**config.mk**
```make
export PLATFORM = sky130hd
export DESIGN_NAME = odf_driver_ctrl
export DESIGN_NICKNAME = d
export VERILOG_FILES = /design/src/odf_pkg.sv /design/src/odf_reg_mem.sv /design/src/odf_driver_ctrl.sv
export SDC_FILE = /design/constraint.sdc
export NUM_CORES = 1
export LEC_CHECK = 0
export BUFFER_PORTS_ARGS = -buffer_cell sky130_fd_sc_hd__buf_4
export CAP_MARGIN = 15
export CORE_MARGIN = 5
export CORE_UTILIZATION = 40
export CTS_BUF_LIST = sky130_fd_sc_hd__clkbuf_8
export DETAILED_ROUTE_END_ITERATION = 7
export HOLD_SLACK_MARGIN = 0.06
export PLACE_DENSITY = 0.74
export SYNTH_ARGS = -nofsm -noshare
export SYNTH_HDL_FRONTEND = slang
export SYNTH_SLANG_ARGS = --single-unit
```
**constraint.sdc**
```tcl
create_clock -name CLK_IN -period 2.4 [get_ports CLK_IN]
set_clock_uncertainty 0.05 [all_clocks]
set_input_delay 0.24 -clock CLK_IN [delete_from_list [all_inputs] [get_ports CLK_IN]]
set_output_delay 0.24 -clock CLK_IN [all_outputs]
set_load 0.005 [all_outputs]
```
**src/odf_pkg.sv**
```systemverilog
// Purpose: constants for the output driver fault control block
// Assumes: apb slave, 32-bit data, word-aligned registers
// Notes:   offsets below are byte addresses
`default_nettype none
package odf_pkg;
    // register byte addresses
    localparam logic [7:0] HS_CTRL_ADDR   = 8'h00;
    localparam logic [7:0] HS_STAT_ADDR   = 8'h04;
    localparam logic [7:0] LS_CTRL_ADDR   = 8'h08;
    localparam logic [7:0] LS_STAT_ADDR   = 8'h0C;
    localparam logic [7:0] MODE_CTRL_ADDR = 8'h10;
    localparam logic [7:0] IRQ_SRC_ADDR   = 8'h14;
    localparam logic [7:0] IRQ_MASK_ADDR  = 8'h18;
    localparam logic [7:0] IRQ_STAT_ADDR  = 8'h1C;
    localparam int         NUM_REGS       = 8;
    // high-side control fields
    localparam int HS_EN_BIT  = 0;
    localparam int HS_PWM_BIT = 1;
    // low-side control fields
    localparam int LS_A_EN_BIT  = 0;
    localparam int LS_A_PWM_BIT = 1;
    localparam int LS_B_EN_BIT  = 2;
    localparam int LS_B_PWM_BIT = 3;
    // status fields
    localparam int HS_CL_BIT   = 0;
    localparam int HS_OL_BIT   = 1;
    localparam int LS_A_CL_BIT = 0;
    localparam int LS_A_OL_BIT = 1;
    localparam int LS_B_CL_BIT = 2;
    localparam int LS_B_OL_BIT = 3;
    // mode control fields
    localparam int MODE_LSB = 0;
    localparam int OVS_EN_BIT = 2;
    // mask and sticky status fields
    localparam int HS_IRQ_BIT = 0;
    localparam int LS_IRQ_BIT = 1;
    // interrupt source codes
    localparam logic [3:0] SRC_NONE = 4'h0;
    localparam logic [3:0] SRC_HS   = 4'h2;
    localparam logic [3:0] SRC_LS   = 4'h3;
    // operating modes
    localparam logic [1:0] MODE_NORMAL     = 2'h0;
    localparam logic [1:0] MODE_NORMAL_REQ = 2'h1;
    localparam logic [1:0] MODE_STOP       = 2'h2;
    localparam logic [1:0] MODE_SLEEP      = 2'h3;
    // reset values
    localparam logic [31:0] CTRL_RST = 32'h0000_0000;
    localparam logic [31:0] MASK_RST = 32'h0000_0000;
    localparam logic [31:0] MODE_RST = 32'h0000_0001;
endpackage : odf_pkg
`default_nettype wire

```
**src/odf_reg_mem.sv**
```systemverilog
// Purpose: small register store with registered read data
// Assumes: one write port, one read port, same clock
// Notes:   holds the software-written control words
`timescale 1ns/1ps
`default_nettype none
module odf_reg_mem (
    // clock and reset
    input  wire logic        clk_in,
    input  wire logic        nrst_in,
    // write port
    input  wire logic        we_in,
    input  wire logic [2:0]  waddr_in,
    input  wire logic [31:0] wdata_in,
    // read port
    input  wire logic [2:0]  raddr_in,
    output logic      [31:0] rdata_out
);
    logic [31:0] mem_q [odf_pkg::NUM_REGS];
    logic [31:0] rdata_q;

    genvar g;
    generate
        for (g = 0; g < odf_pkg::NUM_REGS; g++) begin : g_word
            always_ff @(posedge clk_in or negedge nrst_in) begin
                if (!nrst_in) begin
                    mem_q[g] <= 32'h0000_0000;
                end else if (we_in && (waddr_in == 3'(g))) begin
                    mem_q[g] <= wdata_in;
                end
            end
        end
    endgenerate

    always_ff @(posedge clk_in or negedge nrst_in) begin
        if (!nrst_in) begin
            rdata_q <= 32'h0000_0000;
        end else begin
            rdata_q <= mem_q[raddr_in];
        end
    end

    assign rdata_out = rdata_q;
endmodule // odf_reg_mem
`default_nettype wire

```
**src/odf_driver_ctrl.sv**
```systemverilog
// Purpose: on/off control, status flags and fault latching for one high-side and
//          two low-side drivers, with an apb register slave and interrupt output
// Assumes: analog fault inputs are synchronous levels; pwm input synchronous
// Notes:   apb answers with zero wait states; unmapped addresses slverr
//
// Decided for this implementation: the placing of the registers and the APB register port.
`timescale 1ns/1ps
`default_nettype none
module odf_driver_ctrl (
    // clock and reset
    input  wire logic        CLK_IN,
    input  wire logic        NRST_IN,
    // apb slave
    input  wire logic        PSEL_IN,
    input  wire logic        PENABLE_IN,
    input  wire logic        PWRITE_IN,
    input  wire logic [7:0]  PADDR_IN,
    input  wire logic [31:0] PWDATA_IN,
    output logic      [31:0] PRDATA_OUT,
    output logic             PREADY_OUT,
    output logic             PSLVERR_OUT,
    // direct pwm input
    input  wire logic        DIRECT_PWM_INPUT_IN,
    // analog fault conditions
    input  wire logic        HS_OVERTEMP_IN,
    input  wire logic        HS_OPEN_LOAD_IN,
    input  wire logic        HS_CURRENT_LIMIT_IN,
    input  wire logic        LS_OVERTEMP_IN,
    input  wire logic [1:0]  LS_OPEN_LOAD_IN,
    input  wire logic [1:0]  LS_CURRENT_LIMIT_IN,
    input  wire logic        OVERVOLTAGE_IN,
    // driver gates
    output logic             HS_ON_OUT,
    output logic [1:0]       LS_ON_OUT,
    // interrupts
    output logic             IRQ_N_OUT,
    output logic             IRQ_OUT
);
    logic        acc, wr, rd, hit;
    logic [2:0]  idx;
    logic [31:0] mem_rdata;
    logic        wr_hs, wr_ls, wr_mode, wr_mask, wr_stat;

    logic [1:0]  hs_ctrl_q, hs_ctrl_d;
    logic [3:0]  ls_ctrl_q, ls_ctrl_d;
    logic [1:0]  mode_q, mode_d;
    logic        ovs_en_q, ovs_en_d;
    logic [1:0]  mask_q, mask_d;
    logic [1:0]  sticky_q, sticky_d;
    logic        hs_shut_q, hs_shut_d;
    logic        ls_shut_q, ls_shut_d;
    logic        hs_on_q, hs_on_d;
    logic [1:0]  ls_on_q, ls_on_d;
    logic [1:0]  hs_stat_q, hs_stat_d;
    logic [3:0]  ls_stat_q, ls_stat_d;
    logic [31:0] rdata_q, rdata_d;
    logic        slverr_q, slverr_d;
    logic        irq_mode, normal_mode;
    logic        hs_evt, ls_evt, ov_evt;
    logic        ovt_hs_q, ovt_ls_q, ov_q;
    logic [3:0]  src_code;

    assign acc     = PSEL_IN && PENABLE_IN;
    assign wr      = acc && PWRITE_IN;
    assign rd      = acc && !PWRITE_IN;
    assign idx     = PADDR_IN[4:2];
    assign hit     = (PADDR_IN[1:0] == 2'h0) && (PADDR_IN[7:5] == 3'h0);
    assign wr_hs   = wr && (PADDR_IN == odf_pkg::HS_CTRL_ADDR);
    assign wr_ls   = wr && (PADDR_IN == odf_pkg::LS_CTRL_ADDR);
    assign wr_mode = wr && (PADDR_IN == odf_pkg::MODE_CTRL_ADDR);
    assign wr_mask = wr && (PADDR_IN == odf_pkg::IRQ_MASK_ADDR);
    assign wr_stat = wr && (PADDR_IN == odf_pkg::IRQ_STAT_ADDR);

    // shadow copy of written words, checked against the live high-side control
    odf_reg_mem u_mem (
        .clk_in    (CLK_IN),
        .nrst_in   (NRST_IN),
        .we_in     (wr && hit),
        .waddr_in  (idx),
        .wdata_in  (PWDATA_IN),
        .raddr_in  (idx),
        .rdata_out (mem_rdata)
    );

    assign normal_mode = (mode_q == odf_pkg::MODE_NORMAL) ||
                         (mode_q == odf_pkg::MODE_NORMAL_REQ);
    assign irq_mode    = normal_mode || (mode_q == odf_pkg::MODE_STOP);

    // rising edges of the overtemperature and enabled overvoltage inputs start a latched event
    assign hs_evt = HS_OVERTEMP_IN && !ovt_hs_q;
    assign ls_evt = LS_OVERTEMP_IN && !ovt_ls_q;
    assign ov_evt = OVERVOLTAGE_IN && !ov_q && ovs_en_q;

    always_comb begin
        hs_ctrl_d = hs_ctrl_q;
        ls_ctrl_d = ls_ctrl_q;
        mode_d    = mode_q;
        ovs_en_d  = ovs_en_q;
        mask_d    = mask_q;
        sticky_d  = sticky_q;
        hs_shut_d = hs_shut_q;
        ls_shut_d = ls_shut_q;
        if (wr_hs) begin
            hs_ctrl_d = PWDATA_IN[1:0];
            // rewrite releases only once the cause is gone
            if (!HS_OVERTEMP_IN && !(OVERVOLTAGE_IN && ovs_en_q)) begin
                hs_shut_d = 1'b0;
            end
        end
        if (wr_ls) begin
            ls_ctrl_d = PWDATA_IN[3:0];
            if (!LS_OVERTEMP_IN) begin
                ls_shut_d = 1'b0;
            end
        end
        if (wr_mode) begin
            mode_d   = PWDATA_IN[odf_pkg::MODE_LSB +: 2];
            ovs_en_d = PWDATA_IN[odf_pkg::OVS_EN_BIT];
        end
        if (wr_mask) begin
            mask_d = PWDATA_IN[1:0];
        end
        if (wr_stat) begin
            sticky_d = sticky_q & ~PWDATA_IN[1:0];
        end
        if (HS_OVERTEMP_IN || ov_evt) begin
            hs_shut_d = 1'b1;
        end
        if (LS_OVERTEMP_IN) begin
            ls_shut_d = 1'b1;
        end
        // set beats clear; masked events leave the source clear
        if (hs_evt && irq_mode && mask_q[odf_pkg::HS_IRQ_BIT]) begin
            sticky_d[odf_pkg::HS_IRQ_BIT] = 1'b1;
        end
        if (ls_evt && irq_mode && mask_q[odf_pkg::LS_IRQ_BIT]) begin
            sticky_d[odf_pkg::LS_IRQ_BIT] = 1'b1;
        end
    end

    always_comb begin
        // pwm select gates enable with the direct input
        hs_on_d = hs_ctrl_q[odf_pkg::HS_EN_BIT] &&
                  (!hs_ctrl_q[odf_pkg::HS_PWM_BIT] || DIRECT_PWM_INPUT_IN) &&
                  !hs_shut_q;
        ls_on_d[0] = ls_ctrl_q[odf_pkg::LS_A_EN_BIT] &&
                     (!ls_ctrl_q[odf_pkg::LS_A_PWM_BIT] || DIRECT_PWM_INPUT_IN) &&
                     !ls_shut_q && normal_mode;
        ls_on_d[1] = ls_ctrl_q[odf_pkg::LS_B_EN_BIT] &&
                     (!ls_ctrl_q[odf_pkg::LS_B_PWM_BIT] || DIRECT_PWM_INPUT_IN) &&
                     !ls_shut_q && normal_mode;
        if (hs_shut_q && HS_OVERTEMP_IN) begin
            hs_stat_d = 2'h3;
        end else begin
            hs_stat_d[odf_pkg::HS_OL_BIT] = HS_OPEN_LOAD_IN && normal_mode;
            hs_stat_d[odf_pkg::HS_CL_BIT] = HS_CURRENT_LIMIT_IN;
        end
        if (ls_shut_q && LS_OVERTEMP_IN) begin
            ls_stat_d = 4'hF;
        end else begin
            ls_stat_d[odf_pkg::LS_A_OL_BIT] = LS_OPEN_LOAD_IN[0] && normal_mode;
            ls_stat_d[odf_pkg::LS_B_OL_BIT] = LS_OPEN_LOAD_IN[1] && normal_mode;
            ls_stat_d[odf_pkg::LS_A_CL_BIT] = LS_CURRENT_LIMIT_IN[0];
            ls_stat_d[odf_pkg::LS_B_CL_BIT] = LS_CURRENT_LIMIT_IN[1];
        end
    end

    // high-side source has priority when both are latched
    assign src_code = sticky_q[odf_pkg::HS_IRQ_BIT] ? odf_pkg::SRC_HS :
                      sticky_q[odf_pkg::LS_IRQ_BIT] ? odf_pkg::SRC_LS :
                      odf_pkg::SRC_NONE;

    always_comb begin
        rdata_d  = 32'h0000_0000;
        slverr_d = 1'b0;
        if (!PSEL_IN || PENABLE_IN) begin
            rdata_d = rdata_q;
        end else if (PADDR_IN == odf_pkg::HS_STAT_ADDR) begin
            rdata_d = {30'h0, hs_stat_q};
        end else if (PADDR_IN == odf_pkg::LS_STAT_ADDR) begin
            rdata_d = {28'h0, ls_stat_q};
        end else if (PADDR_IN == odf_pkg::IRQ_SRC_ADDR) begin
            rdata_d = {28'h0, src_code};
        end else if (PADDR_IN == odf_pkg::IRQ_STAT_ADDR) begin
            rdata_d = {30'h0, sticky_q};
        end else if (PADDR_IN == odf_pkg::HS_CTRL_ADDR) begin
            rdata_d = {30'h0, hs_ctrl_q};
        end else if (PADDR_IN == odf_pkg::LS_CTRL_ADDR) begin
            rdata_d = {28'h0, ls_ctrl_q};
        end else if (PADDR_IN == odf_pkg::MODE_CTRL_ADDR) begin
            rdata_d = {29'h0, ovs_en_q, mode_q};
        end else if (PADDR_IN == odf_pkg::IRQ_MASK_ADDR) begin
            rdata_d = {30'h0, mask_q};
        end else begin
            slverr_d = 1'b1;
        end
    end

    always_ff @(posedge CLK_IN or negedge NRST_IN) begin
        if (!NRST_IN) begin
            hs_ctrl_q <= odf_pkg::CTRL_RST[1:0];
            ls_ctrl_q <= odf_pkg::CTRL_RST[3:0];
            mode_q    <= odf_pkg::MODE_RST[1:0];
            ovs_en_q  <= odf_pkg::MODE_RST[odf_pkg::OVS_EN_BIT];
            mask_q    <= odf_pkg::MASK_RST[1:0];
            sticky_q  <= 2'h0;
            hs_shut_q <= 1'b0;
            ls_shut_q <= 1'b0;
            hs_on_q   <= 1'b0;
            ls_on_q   <= 2'h0;
            hs_stat_q <= 2'h0;
            ls_stat_q <= 4'h0;
            rdata_q   <= 32'h0000_0000;
            slverr_q  <= 1'b0;
            ovt_hs_q  <= 1'b0;
            ovt_ls_q  <= 1'b0;
            ov_q      <= 1'b0;
        end else begin
            hs_ctrl_q <= hs_ctrl_d;
            ls_ctrl_q <= ls_ctrl_d;
            mode_q    <= mode_d;
            ovs_en_q  <= ovs_en_d;
            mask_q    <= mask_d;
            sticky_q  <= sticky_d;
            hs_shut_q <= hs_shut_d;
            ls_shut_q <= ls_shut_d;
            hs_on_q   <= hs_on_d;
            ls_on_q   <= ls_on_d;
            hs_stat_q <= hs_stat_d;
            ls_stat_q <= ls_stat_d;
            rdata_q   <= rdata_d;
            slverr_q  <= slverr_d;
            ovt_hs_q  <= HS_OVERTEMP_IN;
            ovt_ls_q  <= LS_OVERTEMP_IN;
            ov_q      <= OVERVOLTAGE_IN;
        end
    end

    // data captured at setup, presented in the access phase
    assign PRDATA_OUT  = rdata_q;
    assign PREADY_OUT  = 1'b1;
    assign PSLVERR_OUT = acc && slverr_q;
    assign HS_ON_OUT   = hs_on_q;
    assign LS_ON_OUT   = ls_on_q;
    assign IRQ_OUT     = |(sticky_q & mask_q);
    assign IRQ_N_OUT   = !IRQ_OUT;

    a_hs_pwm_follow: assert property (@(posedge CLK_IN) disable iff (!NRST_IN)
        (hs_ctrl_q == 2'h3 && !hs_shut_q) |=> (HS_ON_OUT == $past(DIRECT_PWM_INPUT_IN)))
        else $error("high-side not following pwm input");
    a_hs_ctrl_only: assert property (@(posedge CLK_IN) disable iff (!NRST_IN)
        (hs_ctrl_q == 2'h1 && !hs_shut_q) |=> HS_ON_OUT)
        else $error("high-side not on from enable bit");
    a_shadow_match: assert property (@(posedge CLK_IN) disable iff (!NRST_IN)
        (rd && PADDR_IN == odf_pkg::HS_CTRL_ADDR) |-> (mem_rdata[1:0] == hs_ctrl_q))
        else $error("high-side control differs from its shadow word");
    a_hs_ot_off: assert property (@(posedge CLK_IN) disable iff (!NRST_IN)
        HS_OVERTEMP_IN |=> ##1 !HS_ON_OUT)
        else $error("high-side on during overtemperature");
    a_hs_stay_off: assert property (@(posedge CLK_IN) disable iff (!NRST_IN)
        (hs_shut_q && !wr_hs) |=> hs_shut_q)
        else $error("high-side shutdown released without write");
    a_hs_both_flags: assert property (@(posedge CLK_IN) disable iff (!NRST_IN)
        (hs_shut_q && HS_OVERTEMP_IN) |=> (hs_stat_q == 2'h3))
        else $error("thermal shutdown flags not both set");
    a_hs_ol_mode: assert property (@(posedge CLK_IN) disable iff (!NRST_IN)
        (!normal_mode && !hs_shut_q) |=> !hs_stat_q[odf_pkg::HS_OL_BIT])
        else $error("high-side open load flagged outside normal modes");
    a_hs_cl_clear: assert property (@(posedge CLK_IN) disable iff (!NRST_IN)
        (!HS_CURRENT_LIMIT_IN && !hs_shut_q) |=> !hs_stat_q[odf_pkg::HS_CL_BIT])
        else $error("high-side current limit flag stuck");
    a_ov_hs_off: assert property (@(posedge CLK_IN) disable iff (!NRST_IN)
        (OVERVOLTAGE_IN && !ov_q && ovs_en_q) |=> ##1 !HS_ON_OUT)
        else $error("high-side on after overvoltage shutdown");
    a_ls_ot_flags: assert property (@(posedge CLK_IN) disable iff (!NRST_IN)
        LS_OVERTEMP_IN |=> ##1 (LS_ON_OUT == 2'h0) ##0
            (ls_stat_q == 4'hF || !$past(LS_OVERTEMP_IN)))
        else $error("low-side overtemperature not handled");
    a_ls_on_limit: assert property (@(posedge CLK_IN) disable iff (!NRST_IN)
        (ls_ctrl_q == 4'h5 && !ls_shut_q && normal_mode) |=> (LS_ON_OUT == 2'h3))
        else $error("low-side dropped while enabled");
    a_masked_quiet: assert property (@(posedge CLK_IN) disable iff (!NRST_IN)
        (mask_q == 2'h0) |-> IRQ_N_OUT)
        else $error("interrupt with all sources masked");
    a_hs_src_code: assert property (@(posedge CLK_IN) disable iff (!NRST_IN)
        (hs_evt && mask_q[0] && irq_mode) |=> (src_code == 4'h2) && !IRQ_N_OUT)
        else $error("high-side source code missing");
    a_sleep_no_irq: assert property (@(posedge CLK_IN) disable iff (!NRST_IN)
        (mode_q == 2'h3 && !wr_stat && !wr_mode) |=> $stable(sticky_q) || $fell(sticky_q[0]))
        else $error("interrupt set in sleep mode");
endmodule // odf_driver_ctrl
`default_nettype wire

```
## Yosys cells after proc, flatten, opt, wreduce, memory -nomap -nowiden

Cells that the tools add are included.

| cells by class | value |
|---|---|
| reductions and logical operators | 59 |
| eq/ne operators | 9 |
| multiplexer cells | 29 |
| bitwise gates (word level) | 3 |

Operators with widths:

| cell | number |
|---|---|
| $eq A8 B5 Y1 const B | 4 |
| $logic_and A1 B1 Y1 | 31 |
| $mux W4 | 7 |
| $eq A8 B4 Y1 const B | 2 |
| $mux W1 | 16 |
| $logic_not A1 Y1 | 12 |
| $mux W2 | 5 |
| $reduce_bool A2 Y1 | 5 |
| $eq A8 B3 Y1 const B | 1 |
| $logic_not A8 Y1 | 1 |
| $logic_or A1 B1 Y1 | 7 |
| $and A2 B2 Y2 | 2 |
| $mux W3 | 1 |
| $eq A2 B1 Y1 const B | 1 |
| $eq A2 B2 Y1 const B | 1 |
| $logic_not A2 Y1 | 1 |
| $not A2 Y2 | 1 |
| $reduce_and A2 Y1 | 1 |
| $reduce_or A2 Y1 | 1 |

| storage, ports and cells | value |
|---|---|
| output and inout port bits | 39 |
| bits of input ports | 55 |
| word-level logic and storage cells | 118 |
| bits in registers | 60 |

## Longest topological paths before layout

Gate-level depths: netlist of the first run.

| logic depth | value |
|---|---|
| depth in word-level cells | 10 |
| mapped depth | 5 |

## Least setup slack after synthesis of the first run

OpenSTA, ideal clock, no wires.

| path | value |
|---|---|
| kind | input-to-reg |
| start | input PADDR_IN[1] |
| end | register ls_ctrl_q[0] |
| arrival | 1761 ps |
| path slack | 465 ps |
| path buffers | 0 |
| setup time | 125 ps |
| cell stages on the path | 4 |
| path through | or4_4 -> or2_4 -> nor4_4 -> mux2_2 |

| on the way | value |
|---|---|
| word-level cells in the longest chain between the ends | 2 |

RTL lines:

| item | line | RTL |
|---|---|---|
| from (decl) | odf_driver_ctrl.sv:17 | `input wire logic [7:0] PADDR_IN,` |
| $eq A8 B4 Y1 | odf_driver_ctrl.sv:69 | `assign wr_ls = wr && (PADDR_IN == odf_pkg::LS_CTRL_ADDR);` |
| $logic_and A1 B1 Y1 | odf_driver_ctrl.sv:69 |  |
| to (signal assigned) | odf_driver_ctrl.sv:202 | `ls_ctrl_q <= odf_pkg::CTRL_RST[3:0];` |
| to (signal assigned) | odf_driver_ctrl.sv:220 | `ls_ctrl_q <= ls_ctrl_d;` |
| to (decl) | odf_driver_ctrl.sv:45 | `logic [3:0] ls_ctrl_q, ls_ctrl_d;` |

No other way between the ends.
A chain may end at the register's enable or synchronous reset.

## Worst setup path after layout of the first run

| path | value |
|---|---|
| start | input PADDR_IN[1] |
| end | register ls_ctrl_q[3] |

The elaborated chain is that of the path after synthesis.

==> results.yml, run 1 <==
outcome:
  status: "finished clean"
logic_synthesis:
  ys_types: 34
  avgSynthCellArea_um2: 10.9
  ys_async_sr_fraction_pct: 100
  synth-edff-count: 0
  synth-compound-area-share_pct: 8.62
  netlist_top_cells_area: "dfrtp_1 46%, buf_4 13%, mux2_2 7.4%"
  synth_top_area_cell: "dfrtp_1"
  synthFlopType: "dfrtp_1"
  ys_warn_count: 0
  synth_top_family_by_area: "buffers and inverters"
  synth_seq_cells: 32
  synthAdderAreaFrac_pct: 0
  netlist_area_um2: 1670
  yosys-mux-area-fraction_pct: 13.3
  yosys.area_share.simple_pct: 13.9
  synth_top_area_share_pct: 46.5
  synthCells: 153
  seq_area_frac_synth_pct: 48.1
  synth-xor-area-share_pct: 0
global_route:
  grt_pass1_wl_um: 5310
  grt_max_degree: 33
  antenna_found_initial: 0
  grt_use_total_pct: 13.0
  grt_pass1_vias: 1095
  grt-ovfl-total: 0
placed_design:
  gp_routability_congestion: 0.843
  dp_hpwl_um: 2560
  port_buffers: 36
route:
  ant_nets: 0
  drt_iter0_markers: 95
  dr_total_vias: 1121
  routed_via_density: 4.58
  post_drt_wl_per_cell_um: 13.4
  routed_wirelength_um: 3280
  drc: 0
  drtPass1Iterations: 4
final_layout:
  final_core_util_pct: 50.2
  n_antenna_cell: 0
  area_growth_pct: 21.1
  drive_above_1_share_pct: 32.3
  num-nets-final: 249
floorplan:
  coreArea_um2: 4030
  die-area_um2: 5560
  die_h_um: 74.6
  rows: 23
  die-width_um: 74.6
  initial_core_util_pct: 41.4
  boundaryPins: 94
timing:
  period_needed_ns: 1.86
  setup_viol: 0
  fin_setup_tns_ns: 0
  fmaxAchievable_ghz: 0.537
  final_hold_viol_count: 0
  rsz0062_at_grt: "false"
  period_share_pct: 77.6
  slew_viol_final: 0
worst_setup_path:
  path_buf_inv: 1
  crit_arrival_ns: 1.98
  crit_cells: 5
  critPathKind: "input pin to flip-flop"
  cp_max_fo: 5
  endpoint_kind: "flip-flop"
  cp_slowest_cell: "or4_4"
  worst_ep_required_time_ns: 2.52
  worstPathCellList: "buf_4, or4_4, or2_4, nor4_4, mux2_2"
  cpPeakStageDelay_ns: 0.55
  crit_family: "simple AND/OR/NAND/NOR gates"
  rr_worst_depth: 4
  startpoint_type: "input pin"
pwr:
  internal_power_mw: 0.918
  p_sw_mw: 0.266
  swShare_pct: 22.5
  pwr-share-comb_pct: 9.8
  p_leak_nw: 0.994
  ir_drop_mv: 0.281
  seqPwrFrac_pct: 47.6
  clkPwrFrac_pct: 42.6
  power_density_nw_per_um2: 586
clock_network:
  cts-root-buf: "clkbuf_8"
  clock_latency_ns: 0.28
  cts_tree: "built"
  cts.sinks: 32
  cts_buffers: 5
  clockBufferDepth: 2
  htreeDepth: 2
  clk_pin_slew_ns: 0.07
  cts_setup_buffers: 0
flow_run:
  cap_violations: 0
hold_path:
  holdPathStages: 2
  min_path_type: "input pin to flip-flop"
==> final cells by class <==
type | instances | area (um2)
Tap cell | 50 | 62.6
Inverter | 8 | 30.0
Sequential cell | 32 | 802
Multi-Input combinational cell | 107 | 706
Fill cell | 392 | 2010
Timing Repair Buffer | 40 | 310
Clock inverter | 3 | 42.5
Clock buffer | 5 | 68.8
==> cells by family (layout without fill, tap and decap cells) <==
kind of cell	count (synthesis)	after routing
other	2	29
AO/OA/AOI/OAI	21	21
multiplexers	17	17
AND/OR/NAND/NOR	40	40
flip-flops	32	32
buffers and inverters	41	56
==> timing repair <==
item | in CTS | in global routing
hold buffers | 4 | 0
gates resized for setup | 0 | 0
hold endpoints to repair | 34 | 0
==> power by group through the flow <==
stage / Clock (mW) / Combinational, mW / Sequential [mW]
final: 0.504 / 0.116 / 0.563
after global routing: 0.549 / 0.131 / 0.566
after CTS: 0.521 / 0.117 / 0.563
after detailed placement: 0 / 0.111 / 0.573
after global placement: 0 / 0.109 / 0.573
after floorplan: 0 / 0.0886 / 0.571
==> cell usage in the layout (no fill, tap or decap), types with 2 or more instances in the layout <==
master	count
o31ai_1	2
buf_4	36
mux2_2	11
nor4_1	2
o2bb2ai_1	2
conb_1	29
nand2_1	14
nand2b_1	5
o21ai_0	5
nand3_1	4
dlygate4sd3_1	4
clkbuf_8	5
mux2i_1	3
a211oi_1	2
dfrtp_1	31
a21oi_1	4
inv_1	8
mux4_2	3
nor2b_1	4
nor2_1	4
==> final timing paths <==
kind / from / end / slack (ns)
worst max-delay path: PADDR_IN[1] / ls_ctrl_q[3] / 0.54
worst min-delay path: HS_CURRENT_LIMIT_IN / hs_stat_q[0] / 0.09
min in group asynchronous: NRST_IN / ls_shut_q / 0.38
worst max register to register: sticky_q[1] / PRDATA_OUT[0] / 0.99
max in group asynchronous: NRST_IN / mode_q[0] / 1.59
worst min register to register: ovt_hs_q / sticky_q[0] / 0.36
==> flip-flops by register name, indices dropped and copies added (netlist names) <==
register,cells
ov_q,1
hs_ctrl_q,2
sticky_q,2
hs_shut_q,1
ovt_hs_q,1
ls_stat_q,4
mode_q,2
ovs_en_q,1
PRDATA_OUT,4
mask_q,2
HS_ON_OUT,1
ls_shut_q,1
hs_stat_q,2
ovt_ls_q,1
slverr_q,1
LS_ON_OUT,2
ls_ctrl_q,4
==> cell usage after synthesis (3+ instances only) <==
cell and count:
mux2i_1 3, mux4_2 3, clkbuf_1 3, nor2_1 4, o21ai_0 5, dfrtp_1 31, a21oi_1 4, nor2b_1 4
nand2b_1 5, mux2_2 11, nand2_1 14, nand3_1 4, inv_1 8, buf_4 29
==> per-stage QoR <==
step                power (mW)  area [um2]  cells  hold WS [ns]  worst slack, ns
finish                    1.18        2020    245        0.0937            0.539
global route              1.25        2020    245        0.0911            0.489
CTS                       1.20        2020    245        0.0845            0.529
detailed placement       0.684        1870    233         0.148            0.228
global placement         0.682        1870    233         0.146            0.240
floorplan                0.659        1770    180        -0.106            0.465
==> layer usage <==
metal	GRT usage (%)	up-vias	share of wire [%]
met4	5.93	0	1.8
met2	19.7	43	48
met3	4.32	8	10
met1	17.0	522	40
met5	0	-	0
li1	-	548	-
Note: power is estimated with default switching activity, not from simulation.
==> run 2, diff against run 1 <==
Settings changed: ABC_AREA set to 1, PLACE_DENSITY 0.74 to 0.75.
Clock period 2.4 ns to 1.5 ns, I/O delays scaled along.
==> results.yml, run 2 <==
worst_setup_path:
  startpoint_type: "flip-flop"
  cp_max_fo: 3
  r2r-start: "sticky_q[0]"
  r2r-end: "PRDATA_OUT[0]"
  rr_worst_depth: 7
  endpoint_kind: "output port"
  worst_ep_required_time_ns: 1.30
  critPathKind: "flip-flop to output port"
  crit_arrival_ns: 1.14
  r2r_slack_ns: 0.37
timing:
  slew_viol_final: 0
  final_hold_viol_count: 0
  period_share_pct: 89.2
  rsz0062_at_grt: "false"
  hold_ws_ns: 0.0665
  fmaxAchievable_ghz: 0.748
  fin_setup_tns_ns: 0
  period_needed_ns: 1.34
  setup_viol: 0
logic_synthesis:
  synth_top_area_cell: "dfrtp_1"
  ys_async_sr_fraction_pct: 100
  avgSynthCellArea_um2: 7.70
  synthCells: 230
  yosys-top-cells-count: "55 x nand2_1, 32 x inv_1, 31 x dfrtp_1"
  netlist_top_cells_area: "dfrtp_1 44%, buf_4 12%, nand2_1 12%"
  ys_warn_count: 0
  synth_seq_cells: 32
  netlist_area_um2: 1770
  synthFlopType: "dfrtp_1"
  ys_types: 23
  synth_top_area_share_pct: 43.8
  yosysMostFrequentCell: "nand2_1"
  seq_area_frac_synth_pct: 45.3
  synth-edff-count: 0
pwr:
  power_density_nw_per_um2: 781
  pwr-share-comb_pct: 11.2
  seqPwrFrac_pct: 53.3
  ir_drop_mv: 0.622
  internal_power_mw: 1.29
  p_leak_nw: 1.18
  p_sw_mw: 0.412
  swShare_pct: 24.3
  clkPwrFrac_pct: 35.5
route:
  drc: 0
  post_drt_wl_per_cell_um: 11.2
  routed_wirelength_um: 3750
  drtPass1Iterations: 4
  routed_via_density: 4.40
  ant_nets: 0
  dr_total_vias: 1469
  drt_iter0_markers: 59
outcome:
  status: "finished clean"
floorplan:
  die-area_um2: 5860
  initial_core_util_pct: 41.0
  die_h_um: 76.6
  die-width_um: 76.6
  rows: 24
  coreArea_um2: 4320
  boundaryPins: 94
clock_network:
  cts.sinks: 32
  cts-root-buf: "clkbuf_8"
  clk_pin_slew_ns: 0.06
  clock_latency_ns: 0.28
  cts_buffers: 5
  cts_resized: 0
  cts_tree: "built"
  htreeDepth: 2
  clockBufferDepth: 2
final_layout:
  num-nets-final: 336
  layout_commonest_cell: "nand2_1"
  layout_common_cells: "55 x nand2_1, 37 x buf_4, 34 x inv_1"
  drive_above_1_share_pct: 19.5
  area_growth_pct: 22.8
  n_antenna_cell: 0
global_route:
  grt_pass1_vias: 1424
  antenna_found_initial: 0
  grt-ovfl-total: 0
  grt_max_degree: 33
  grt_pass1_wl_um: 6400
  grt_use_total_pct: 13.4
hold_path:
  hold_path_end: "ls_stat_q[1]"
  min_from: "LS_OPEN_LOAD_IN[0]"
  holdPathStages: 3
  min_path_type: "input pin to flip-flop"
placed_design:
  dp_hpwl_um: 2980
  gp_routability_congestion: 0.914
  port_buffers: 36
flow_run:
  cap_violations: 0
run 2: cell count changes after synthesis, moves of 4 or more:
| cell | previous run | this run |
|---|---|---|
| nor2b_1 | 4 | 0 |
| o21ai_0 | 5 | 18 |
| inv_2 | 0 | 6 |
| nand2_1 | 14 | 55 |
| mux2_2 | 11 | 0 |
| nor3_1 | 0 | 5 |
| nand3_1 | 4 | 13 |
| nand2b_1 | 5 | 0 |
| nor2_1 | 4 | 17 |
| inv_1 | 8 | 32 |
run 2: cell type report:
type,count,area [um2]
fill,424,2150
sequential,32,802
multi-input combinational,157,707
timing repair buffer,47,378
inverter,38,143
clock buffer,5,68.8
tap,52,65.1
clock inverter,3,12.5
run 2: power groups by stage:
stage / clock network (mW) / registers (mW) / logic (mW)
global route: 0.672 / 0.908 / 0.216
CTS: 0.624 / 0.905 / 0.190
detailed placement: 0 / 0.921 / 0.168
floorplan: 0 / 0.915 / 0.130
global placement: 0 / 0.920 / 0.165
finish: 0.603 / 0.905 / 0.190
run 2: how the worst max path moves through the flow:
stage	startpoint	to	slack [ns]	cells past startpoint
after floorplan	PADDR_IN[0]	ls_shut_q	0.39	9
after global placement	PADDR_IN[0]	PRDATA_OUT[0]	0.19	10
after detailed placement	PADDR_IN[0]	PRDATA_OUT[0]	0.17	10
after CTS	sticky_q[0]	IRQ_N_OUT	0.13	4
after global routing	sticky_q[0]	IRQ_N_OUT	0.06	4
final	sticky_q[0]	IRQ_N_OUT	0.16	4
run 2: timing repair:
| item | CTS | global route |
|---|---|---|
| setup buffers | 0 | 0 |
| hold buffers | 10 | 0 |
| endpoints found under the hold margin | 44 | 0 |
run 2: kinds of logic after synthesis:
| family | share of synthesized area [%] |
|---|---|
| other cells | 0.424 |
| simple gates | 24.9 |
| buf+inv | 20.6 |
| compound gates | 8.90 |
| flops | 45.3 |
run 2: worst max-delay path, stage by stage, from the launching register on:
cell	delay, ns
dfrtp_1	0.37
inv_1	0.07
o22ai_1	0.23
inv_1	0.06
buf_4	0.13
run 2: metrics by stage:
stage / cell area (um2) / instances / total power, mW / utilization, % / worst slack (ns)
floorplan: 1870 / 257 / 1.05 / - / 0.393
global placement: 1990 / 316 / 1.09 / 46.1 / 0.193
detailed placement: 1990 / 316 / 1.09 / 46.1 / 0.168
CTS: 2180 / 334 / 1.72 / 50.3 / 0.135
global route: 2180 / 334 / 1.80 / 50.3 / 0.0604
finish: 2180 / 334 / 1.70 / 50.3 / 0.163
run 2: metal layers:
layer | vias to the layer above | share of wire, % | global-route usage, %
met5 | - | 0 | 0
met4 | 0 | 1.4 | 4.20
met3 | 6 | 7.4 | 4.61
met2 | 49 | 46 | 21.7
met1 | 662 | 45 | 16.8
li1 | 752 | - | -
